**src/logic/drgl_cfg.svh**
```systemverilog
// constants for the region geometry and read latency block
// What this block does
// decode region V row code to rows
// decode region V bank code to banks
// region W device count from 6-bit field
// region W paired banks bit marks dependence
// region W divided core bit marks split
// region W page bit: 128 or 64 dualocts
// region W row code decoded like V
// decode region W bank code to banks
// host loads timing fields with bin values
// latency from gear, delay, bank, pending; the block uses gear, delay and clock phase only
// minimum latency: precharged bank, activate then read
// non 1:1 gearing: latency follows clock phase
// delay 7: 10/11 at 4:3, 15/16 at 2:1
// accept registered or straight from start strobe
// read buses captured on both clock edges
// reserved geometry codes never programmed
`ifndef DRGL_CFG_SVH
`define DRGL_CFG_SVH

// row code window and base
`define DRGL_ROW_CODE_MIN   4'h9
`define DRGL_ROW_CODE_MAX   4'hE
`define DRGL_ROW_BASE       15'h0200
// bank code window and base
`define DRGL_BANK_CODE_MIN  3'h2
`define DRGL_BANK_CODE_MAX  3'h5
`define DRGL_BANK_BASE      6'h04
// device count limit
`define DRGL_DEV_MAX        6'h20
// page sizes in dualocts
`define DRGL_PAGE_LARGE     8'h80
`define DRGL_PAGE_SMALL     8'h40
// row to column delay bin edges
`define DRGL_TRCD_7         4'h7
`define DRGL_TRCD_9         4'h9
// read latency table in host cycles, minimum per gear and delay bin
`define DRGL_LAT_11_T7      5'h08
`define DRGL_LAT_11_T9      5'h09
`define DRGL_LAT_11_T11     5'h09
`define DRGL_LAT_43_T7      5'h0A
`define DRGL_LAT_43_T9      5'h0A
`define DRGL_LAT_43_T11     5'h0B
`define DRGL_LAT_32_T7      5'h0B
`define DRGL_LAT_32_T9      5'h0C
`define DRGL_LAT_32_T11     5'h0C
`define DRGL_LAT_21_T7      5'h0F
`define DRGL_LAT_21_T9      5'h10
`define DRGL_LAT_21_T11     5'h11
// extra cycle when the start lands in the late phase
`define DRGL_LAT_PHASE_ADD  5'h01
// depth of the outstanding read slot vector
`define DRGL_DUE_W          32
// read data bus width
`define DRGL_RDATA_W        8

`endif

```
**src/logic/drgl_pkg.sv**
```systemverilog
// types for the region geometry and read latency block
package drgl_pkg;
  // gear ratio selection codes
  typedef enum logic [2:0] {
    DRGL_GEAR_1_1 = 3'h1,
    DRGL_GEAR_4_3 = 3'h2,
    DRGL_GEAR_3_2 = 3'h3,
    DRGL_GEAR_2_1 = 3'h4
  } drgl_gear_e;
  // geometry code, decoded size, latency and delay types
  typedef logic [3:0]  drgl_row_code_t;
  typedef logic [2:0]  drgl_bank_code_t;
  typedef logic [5:0]  drgl_dev_count_t;
  typedef logic [14:0] drgl_rows_t;
  typedef logic [5:0]  drgl_banks_t;
  typedef logic [4:0]  drgl_lat_t;
  typedef logic [3:0]  drgl_delay_t;
endpackage

```
**src/logic/drgl_top.sv**
```systemverilog
// region geometry decode, accept strobe and read latency tracking
`timescale 1ns/1ns
`include "drgl_cfg.svh"
module drgl_top (
  input  wire logic                          clk_i,                    // host clock
  input  wire logic                          rstn_i,                   // async reset, active low
  // region V geometry
  input  wire drgl_pkg::drgl_row_code_t      region_v_row_count_code_i,
  input  wire drgl_pkg::drgl_bank_code_t     region_v_bank_count_code_i,
  // region W geometry
  input  wire drgl_pkg::drgl_dev_count_t     region_w_device_count_i,
  input  wire logic                          region_w_paired_banks_i,
  input  wire logic                          region_w_divided_core_i,
  input  wire logic                          region_w_large_page_i,
  input  wire drgl_pkg::drgl_row_code_t      region_w_row_count_code_i,
  input  wire drgl_pkg::drgl_bank_code_t     region_w_bank_count_code_i,
  // timing and gearing
  input  wire drgl_pkg::drgl_delay_t         row_to_column_delay_field_i,
  input  wire drgl_pkg::drgl_delay_t         precharge_time_field_i,
  input  wire drgl_pkg::drgl_gear_e          clock_ratio_select_i,
  input  wire logic                          accept_output_registered_i,
  // host transaction start and channel phase
  input  wire logic                          start_read_i,             // one-cycle start of a read
  input  wire logic                          divided_channel_clock_i,  // pin from outside
  // read data from the channel cell
  input  wire logic [`DRGL_RDATA_W-1:0]      read_data_bus_a_i,
  input  wire logic [`DRGL_RDATA_W-1:0]      read_data_bus_b_i,
  // decoded region V geometry
  output drgl_pkg::drgl_rows_t               region_v_rows_o,
  output drgl_pkg::drgl_banks_t              region_v_banks_o,
  // decoded region W geometry
  output drgl_pkg::drgl_dev_count_t          region_w_devices_o,
  output logic                               region_w_dependent_o,
  output logic                               region_w_split_core_o,
  output logic [7:0]                         region_w_page_dualocts_o,
  output drgl_pkg::drgl_rows_t               region_w_rows_o,
  output drgl_pkg::drgl_banks_t              region_w_banks_o,
  output logic                               geometry_reserved_o,      // a reserved code is loaded
  output logic                               timing_odd_o,             // timing field off the bin set
  // transaction and read data
  output logic                               transaction_accept_o,
  output drgl_pkg::drgl_lat_t                read_latency_o,           // latency of last accepted read
  output logic                               read_valid_o,
  output logic [2*`DRGL_RDATA_W-1:0]         read_data_a_o,            // {fall, rise}
  output logic [2*`DRGL_RDATA_W-1:0]         read_data_b_o             // {fall, rise}
);
  import drgl_pkg::*;

  // decode a row code; zero for reserved codes
  function automatic drgl_rows_t rows_of(input drgl_row_code_t code);
    if (code >= `DRGL_ROW_CODE_MIN && code <= `DRGL_ROW_CODE_MAX) begin
      rows_of = `DRGL_ROW_BASE << (code - `DRGL_ROW_CODE_MIN);
    end else begin
      rows_of = 15'h0000;
    end
  endfunction

  // decode a bank code; zero for reserved codes
  function automatic drgl_banks_t banks_of(input drgl_bank_code_t code);
    if (code >= `DRGL_BANK_CODE_MIN && code <= `DRGL_BANK_CODE_MAX) begin
      banks_of = `DRGL_BANK_BASE << (code - `DRGL_BANK_CODE_MIN);
    end else begin
      banks_of = 6'h00;
    end
  endfunction

  // geometry decode
  drgl_rows_t  v_rows_d,  v_rows_q;    // region V rows per bank
  drgl_banks_t v_banks_d, v_banks_q;   // region V banks per device
  drgl_dev_count_t w_dev_d, w_dev_q;   // region W devices
  logic        w_dep_d,   w_dep_q;     // region W dependent banks
  logic        w_split_d, w_split_q;   // region W split core
  logic [7:0]  w_page_d,  w_page_q;    // region W page size
  drgl_rows_t  w_rows_d,  w_rows_q;    // region W rows per bank
  drgl_banks_t w_banks_d, w_banks_q;   // region W banks per device
  logic        rsv_d,     rsv_q;       // reserved code seen
  logic        todd_d,    todd_q;      // timing field unusual

  // next values of the decoded geometry
  always_comb begin
    v_rows_d  = rows_of(region_v_row_count_code_i);
    v_banks_d = banks_of(region_v_bank_count_code_i);
    w_dev_d   = region_w_device_count_i;
    w_dep_d   = region_w_paired_banks_i;
    w_split_d = region_w_divided_core_i;
    w_page_d  = region_w_large_page_i ? `DRGL_PAGE_LARGE : `DRGL_PAGE_SMALL;
    w_rows_d  = rows_of(region_w_row_count_code_i);
    w_banks_d = banks_of(region_w_bank_count_code_i);
    // flag reserved encodings; behaviour under them is not defined
    rsv_d = (v_rows_d == 15'h0000) || (w_rows_d == 15'h0000) ||
            (v_banks_d == 6'h00) || (w_banks_d == 6'h00) ||
            (region_w_device_count_i > `DRGL_DEV_MAX);
    // timing fields outside the usual odd delay / even precharge steps
    todd_d = !row_to_column_delay_field_i[0] || precharge_time_field_i[0];
  end

  // register the decoded geometry
  always_ff @(posedge clk_i or negedge rstn_i) begin
    if (!rstn_i) begin
      v_rows_q  <= 15'h0000;
      v_banks_q <= 6'h00;
      w_dev_q   <= 6'h00;
      w_dep_q   <= 1'b0;
      w_split_q <= 1'b0;
      w_page_q  <= 8'h00;
      w_rows_q  <= 15'h0000;
      w_banks_q <= 6'h00;
      rsv_q     <= 1'b0;
      todd_q    <= 1'b0;
    end else begin
      v_rows_q  <= v_rows_d;
      v_banks_q <= v_banks_d;
      w_dev_q   <= w_dev_d;
      w_dep_q   <= w_dep_d;
      w_split_q <= w_split_d;
      w_page_q  <= w_page_d;
      w_rows_q  <= w_rows_d;
      w_banks_q <= w_banks_d;
      rsv_q     <= rsv_d;
      todd_q    <= todd_d;
    end
  end

  // channel clock phase
  logic [2:0] ph_sync_d, ph_sync_q;   // three-stage synchroniser
  logic       phase_d,   phase_q;     // settled channel clock level

  // shift the pin in; level changes when stages two and three agree
  always_comb begin
    ph_sync_d = {ph_sync_q[1:0], divided_channel_clock_i};
    phase_d   = (ph_sync_q[1] == ph_sync_q[2]) ? ph_sync_q[2] : phase_q;
  end

  // register the synchroniser and the settled level
  always_ff @(posedge clk_i or negedge rstn_i) begin
    if (!rstn_i) begin
      ph_sync_q <= 3'h0;
      phase_q   <= 1'b0;
    end else begin
      ph_sync_q <= ph_sync_d;
      phase_q   <= phase_d;
    end
  end

  // latency lookup
  drgl_lat_t lat_now;   // latency for a read started this cycle

  // the late phase is a low channel clock level at the start
  drgl_latency u_latency (
    .gear_i       (clock_ratio_select_i),
    .delay_i      (row_to_column_delay_field_i),
    .late_phase_i (!phase_q),
    .latency_o    (lat_now)
  );

  // accept and read slots
  logic                  acc_d, acc_q;   // registered accept
  drgl_lat_t             lat_d, lat_q;   // last latency
  logic [`DRGL_DUE_W-1:0] due_d, due_q;  // one bit per future cycle
  logic                  rv_d,  rv_q;    // first read data due

  // track each read until its first data cycle
  always_comb begin
    acc_d = start_read_i;
    lat_d = start_read_i ? lat_now : lat_q;
    // shift the slots; a new read marks the slot its latency points at
    due_d = {1'b0, due_q[`DRGL_DUE_W-1:1]};
    if (start_read_i) begin
      due_d[lat_now - 5'h01] = 1'b1;
    end
    rv_d = due_q[0];
  end

  // register accept, latency and slots
  always_ff @(posedge clk_i or negedge rstn_i) begin
    if (!rstn_i) begin
      acc_q <= 1'b0;
      lat_q <= 5'h00;
      due_q <= '0;
      rv_q  <= 1'b0;
    end else begin
      acc_q <= acc_d;
      lat_q <= lat_d;
      due_q <= due_d;
      rv_q  <= rv_d;
    end
  end

  // double data rate capture
  logic [`DRGL_RDATA_W-1:0]   a_rise_q, b_rise_q;   // rising-edge samples
  logic [`DRGL_RDATA_W-1:0]   a_fall_q, b_fall_q;   // falling-edge samples
  logic [2*`DRGL_RDATA_W-1:0] a_pair_d, a_pair_q;   // bus A word
  logic [2*`DRGL_RDATA_W-1:0] b_pair_d, b_pair_q;   // bus B word

  // sample both buses on the rising edge
  always_ff @(posedge clk_i or negedge rstn_i) begin
    if (!rstn_i) begin
      a_rise_q <= '0;
      b_rise_q <= '0;
    end else begin
      a_rise_q <= read_data_bus_a_i;
      b_rise_q <= read_data_bus_b_i;
    end
  end

  // sample both buses on the falling edge
  always_ff @(negedge clk_i or negedge rstn_i) begin
    if (!rstn_i) begin
      a_fall_q <= '0;
      b_fall_q <= '0;
    end else begin
      a_fall_q <= read_data_bus_a_i;
      b_fall_q <= read_data_bus_b_i;
    end
  end

  // pair the rise sample with the fall half-cycle after it
  always_comb begin
    a_pair_d = {a_fall_q, a_rise_q};
    b_pair_d = {b_fall_q, b_rise_q};
  end

  // register the paired words
  always_ff @(posedge clk_i or negedge rstn_i) begin
    if (!rstn_i) begin
      a_pair_q <= '0;
      b_pair_q <= '0;
    end else begin
      a_pair_q <= a_pair_d;
      b_pair_q <= b_pair_d;
    end
  end

  // outputs, all from flops except the direct accept
  assign region_v_rows_o          = v_rows_q;
  assign region_v_banks_o         = v_banks_q;
  assign region_w_devices_o       = w_dev_q;
  assign region_w_dependent_o     = w_dep_q;
  assign region_w_split_core_o    = w_split_q;
  assign region_w_page_dualocts_o = w_page_q;
  assign region_w_rows_o          = w_rows_q;
  assign region_w_banks_o         = w_banks_q;
  assign geometry_reserved_o      = rsv_q;
  assign timing_odd_o             = todd_q;
  // clocked accept, or the start strobe passed straight through
  assign transaction_accept_o     = accept_output_registered_i ? acc_q : start_read_i;
  assign read_latency_o           = lat_q;
  assign read_valid_o             = rv_q;
  assign read_data_a_o            = a_pair_q;
  assign read_data_b_o            = b_pair_q;

endmodule // drgl_top

```
**src/logic/drgl_latency.sv**
```systemverilog
// read latency lookup from gear, row to column delay and clock phase
`timescale 1ns/1ns
`include "drgl_cfg.svh"
module drgl_latency (
  input  wire drgl_pkg::drgl_gear_e  gear_i,        // clock_ratio_select
  input  wire drgl_pkg::drgl_delay_t delay_i,       // row_to_column_delay_field
  input  wire logic                  late_phase_i,  // start fell in the late channel phase
  output drgl_pkg::drgl_lat_t        latency_o      // host cycles, start to first data
);
  import drgl_pkg::*;

  logic [1:0] bin;      // delay bin: 0 for 7, 1 for 9, 2 for 11
  drgl_lat_t  base;     // minimum latency of the bin
  logic       phased;   // gear ratio with two minimum values

  // group delays into the three tabulated bins
  always_comb begin
    if (delay_i <= `DRGL_TRCD_7) begin
      bin = 2'h0;
    end else if (delay_i <= `DRGL_TRCD_9) begin
      bin = 2'h1;
    end else begin
      bin = 2'h2;
    end
  end

  // minimum latency of a precharged, unconstrained read
  always_comb begin
    phased = 1'b1;
    case (gear_i)
      DRGL_GEAR_1_1: begin
        phased = 1'b0;
        base = (bin == 2'h0) ? `DRGL_LAT_11_T7 : (bin == 2'h1) ? `DRGL_LAT_11_T9 : `DRGL_LAT_11_T11;
      end
      DRGL_GEAR_4_3: begin
        base = (bin == 2'h0) ? `DRGL_LAT_43_T7 : (bin == 2'h1) ? `DRGL_LAT_43_T9 : `DRGL_LAT_43_T11;
      end
      DRGL_GEAR_3_2: begin
        base = (bin == 2'h0) ? `DRGL_LAT_32_T7 : (bin == 2'h1) ? `DRGL_LAT_32_T9 : `DRGL_LAT_32_T11;
      end
      DRGL_GEAR_2_1: begin
        base = (bin == 2'h0) ? `DRGL_LAT_21_T7 : (bin == 2'h1) ? `DRGL_LAT_21_T9 : `DRGL_LAT_21_T11;
      end
      default: begin
        // unknown gear: 1:1 delay 7 latency, no phase cycle
        phased = 1'b0;
        base   = `DRGL_LAT_11_T7;
      end
    endcase
  end

  // the late phase adds one cycle except at 1:1 and unknown gears
  always_comb begin
    latency_o = base + ((phased && late_phase_i) ? `DRGL_LAT_PHASE_ADD : 5'h00);
  end

endmodule // drgl_latency

```
**config.mk**
```make
export PLATFORM = sky130hd
export DESIGN_NAME = drgl_top
export DESIGN_NICKNAME = d
export VERILOG_FILES = /design/src/logic/drgl_pkg.sv /design/src/logic/drgl_top.sv /design/src/logic/drgl_latency.sv
export VERILOG_INCLUDE_DIRS = /design/src /design/src/logic
export SDC_FILE = /design/constraint.sdc
export NUM_CORES = 1
export LEC_CHECK = 0
export ABC_AREA = 0
export BUFFER_PORTS_ARGS = -buffer_cell sky130_fd_sc_hd__buf_2
export CAP_MARGIN = 10
export CORE_UTILIZATION = 45
export DETAILED_ROUTE_END_ITERATION = 12
export GPL_TIMING_DRIVEN = 1
export PLACE_DENSITY = 0.72
export SYNTH_ARGS = -nofsm -noshare
export SYNTH_HDL_FRONTEND = slang
export SYNTH_SLANG_ARGS = --single-unit
export TNS_END_PERCENT = 5
```
**constraint.sdc**
```tcl
create_clock -name clk_i -period 2.7 [get_ports clk_i]
set_input_delay 0.405 -clock clk_i [delete_from_list [all_inputs] [get_ports clk_i]]
set_output_delay 0.405 -clock clk_i [all_outputs]
set_load 0.005 [all_outputs]
```
==> results by group <==
Yosys
  – Top cell type by total area after synthesis: dfrtp_1
  – Synth Instances: 332
  – Mapped cell area: 4863 um2
  – Flops & latches, synth: 139
  – Synth top cells by count: dfrtp_1, buf_4, dfrtn_1, nor2_1, a21o_1
  – Yosys warns: 0
  – Post-synthesis async set-or-reset flop share: 100.0%
  – Most common cell in the netlist: dfrtp_1
  – Main synth FF type: dfrtp_1
  – EDFF count, synth: 0
  – Post-synth cell types: 50
  – Synthesized area per cell: 14.65 um2
  – Register area share after synthesis: 71.52%
  – Synth top area share: 63.29%
  – Synth top area cells: dfrtp_1, dfrtn_1, buf_4

Route
  – WL per Instance: 13.58 um
  – Remaining DRCs: 0
  – Routed vias: 3037
  – Pre-Repair DR Iteration Count: 4
  – Post-DRT Antenna Nets: 0
  – Routed wire length: 8947 um
  – 1st-iter DRT viols: 125
  – Via density: 4.608

Worst hold path
  – Worst min path class: primary input to flip-flop
  – Hold wc startpoint: read_data_bus_b_i[1]

Power and ir drop
  – Int Pwr: 3959 uW
  – Pwr Density: 777.5 nW/um2
  – Peak VDD IR: 488.6 uV
  – Sequential share of power: 45.2%
  – Comb power frac: 9.0%
  – Switching pwr: 1103 uW
  – Sw Ratio: 21.79%
  – Clock network power share: 45.8%
  – Leak: 0.003351 uW

STA
  – Min cycle time layout: 2.346 ns
  – Final setup vio count: 0
  – Total negative slack: 0 ns
  – Final Skew: 0.06669 ns
  – Worst hold slack: 0.02784 ns
  – Max-slew violations: 0
  – Setup ws final: 0.3543 ns
  – Final worst-path cycle share: 86.88%
  – Count of final hold-check violations: 0
  – Unrepaired setup endpoints after global routing: no
  – Actual transition at the worst max-transition pin: 0.6154 ns
  – Fmax: 426.3 MHz
  – Max_slew headroom: 58.97%

Setup path
  – Critical Path RT: 3.09 ns
  – CP max FO: 4
  – Cells along the critical path: buf_2 > nor2b_1 > a21oi_1 > a21oi_1 > o21a_1 > ha_1 > ha_1 > ha_1 > or3_4 > and2_4 > and3_1 > a21o_1
  – Buf/Inv on CP: 1
  – R2r startpoint: phase_q$_DFFE_PN0N_
  – Crit path DAT: 2.73 ns
  – Setup crit start: clock_ratio_select_i[1]
  – Most used cell, CP: ha_1
  – Critical path capture point type: flip-flop
  – Kind of cell adding the most delay to the critical path: simple AND/OR/NAND/NOR gates
  – Slowest cell on crit path: or3_4
  – CP peak stage delay: 0.39 ns
  – Setup CP Type: primary input to flip-flop
  – CP Launch Type: primary input

Final layout
  – Area Growth Syn to Fin: 33.88%
  – FILL cells: 822
  – Share of cells above drive strength 1: 35.76%
  – Inserted Diodes: 0
  – Final nets: 576

Global routing
  – Met2 global-route usage: 28.80%
  – Grt met3 use: 8.155%
  – Pin count of the biggest net entering global routing: 56
  – Gr usage total: 17.71%
  – Initial antenna violation count: 0
  – Met1 Use GR: 20.82%
  – Vias in the first global route: 3219
  – First-pass GRT wire length: 14970 um
  – Global route hottest layer: met2
  – Total grt overflow: 0

Clock network
  – Clock root buffer: clkbuf_8
  – Setup bufs post-CTS: 0
  – CTS tree: built
  – CTS Buffer Depth: 2
  – Sink Count: 139
  – Clock latency on the worst-skew pair: 0.50 ns
  – CTS Buf Count: 17
  – H-Tree Depth: 4
  – Clock slew at reported path FFs: 0.06 ns

Die
  – Die ar.: 11230 um2
  – Chip height: 106.0 um
  – Num rows: 37
  – Starting Density: 46.69%
  – CORE AREA: 10420 um2
  – I/O pins: 154
  – Width of the die: 106.0 um

Placed design
  – IO Port Bufs: 122
  – Dpl ws: -0.1518 ns
  – Post-DP HPWL: 6202 um
  – GPL Wtd Cong: 0.7792

Flow run
  – Max-Cap Viols: 0

Status
  – Status: complete, no violations
==> what timing repair did <==
action                                 CTS  global route
hold buffers                            21             2
resized for setup                        0             0
endpoints found under the hold margin   55             2
==> path summary, 6_finish.rpt <==
path                            slack, ns  cells after the start                           to
worst max-delay path                 0.35                     12          due_q[10]$_DFF_PN0_
worst min-delay path                 0.03                      1        b_rise_q[1]$_DFF_PN0_
min in group asynchronous            0.41                      2  read_data_b_o[10]$_DFF_PN0_
worst max register to register       0.48                      8          due_q[10]$_DFF_PN0_
worst min register to register       0.35                      0   read_data_b_o[2]$_DFF_PN0_
max in group asynchronous            0.60                      2        a_fall_q[4]$_DFF_NN0_
==> final cells by class <==
type                    instances  area [um2]  share of cell area [%]
flip-flops and latches        139        3478                   53.42
multi-input cells             178        1225                   18.81
repair buffers                163       982.2                   15.08
clock buffers                  23       509.2                   7.821
well taps                     136       170.2                   2.613
clock inverters                 9       105.1                   1.614
inverters                      11       41.29                  0.6341
==> power groups by stage <==
| stage | combinational, uW | sequential [uW] | clock (uW) |
|---|---|---|---|
| after global routing | 515 | 2300 | 2470 |
| final | 454 | 2290 | 2320 |
| after floorplan | 227 | 2320 | 0 |
| after detailed placement | 432 | 2330 | 0 |
| after global placement | 417 | 2320 | 0 |
| after CTS | 458 | 2290 | 2370 |
==> layer usage <==
| metal | routed length [um] | up-vias |
|---|---|---|
| met3 | 641 | 4 |
| met1 | 3674 | 1499 |
| met4 | 60 | 0 |
| met5 | 0 | - |
| met2 | 4571 | 96 |
| li1 | - | 1438 |
==> sequential cells by signal (all words and copies together) (netlist names), 2 cells and up <==
register / cells
a_fall_q: 8
a_rise_q: 8
b_fall_q: 8
b_rise_q: 8
due_q: 32
ph_sync_q: 3
read_data_a_o: 16
read_data_b_o: 16
read_latency_o: 5
region_v_banks_o: 4
region_v_rows_o: 6
region_w_banks_o: 4
region_w_devices_o: 6
region_w_page_dualocts_o: 2
region_w_rows_o: 6
==> kinds of logic (layout without fill, tap and decap cells) <==
group | count (synthesis) | in the layout | synth area share, %
AO/OA/AOI/OAI | 54 | 54 | 8.310
buffers and inverters | 42 | 206 | 5.480
AND/OR/NAND/NOR | 78 | 78 | 9.339
flip-flops | 139 | 139 | 71.52
multiplexers | 3 | 3 | 0.9261
adder cells (fa/ha/maj) | 12 | 12 | 3.036
XOR/XNOR | 3 | 3 | 1.312
other | 1 | 28 | 0.07711
==> per-stage QoR <==
| stage | util [%] | std cells | area [um2] | power [uW] |
|---|---|---|---|---|
| 5_1_grt | 62.51 | 659 | 6511 | 5286 |
| 3_3_place_gp | 54.40 | 604 | 5667 | 2738 |
| 6_report | 62.51 | 659 | 6511 | 5063 |
| 3_5_place_dp | 54.40 | 604 | 5667 | 2759 |
| 2_1_floorplan | - | 359 | 4970 | 2550 |
| 4_1_cts | 62.32 | 657 | 6491 | 5125 |
==> cells in the final DEF, fill, tap and decap left out, types with 2 or more instances in the layout <==
cell type,n
buf_2,121
nand2b_1,6
nor2b_1,3
or2_2,2
dfrtp_1,123
dlygate4sd3_1,23
o21a_1,2
clkinv_2,4
nor3_2,2
o21bai_1,9
conb_1,28
and3_1,4
clkbuf_16,18
a31o_1,8
nor3b_1,4
clkbuf_8,4
o21ai_1,4
a21o_1,14
and2_1,2
o21ai_0,2
inv_1,11
o22ai_1,2
bufinv_16,2
a21oi_1,6
nand3_1,3
nor2_1,15
a211oi_1,3
buf_4,18
ha_1,11
nor4b_1,2
nor3_1,12
dfrtn_1,16
nand2_1,12
No activity file was read; power rests on OpenSTA's default activity.
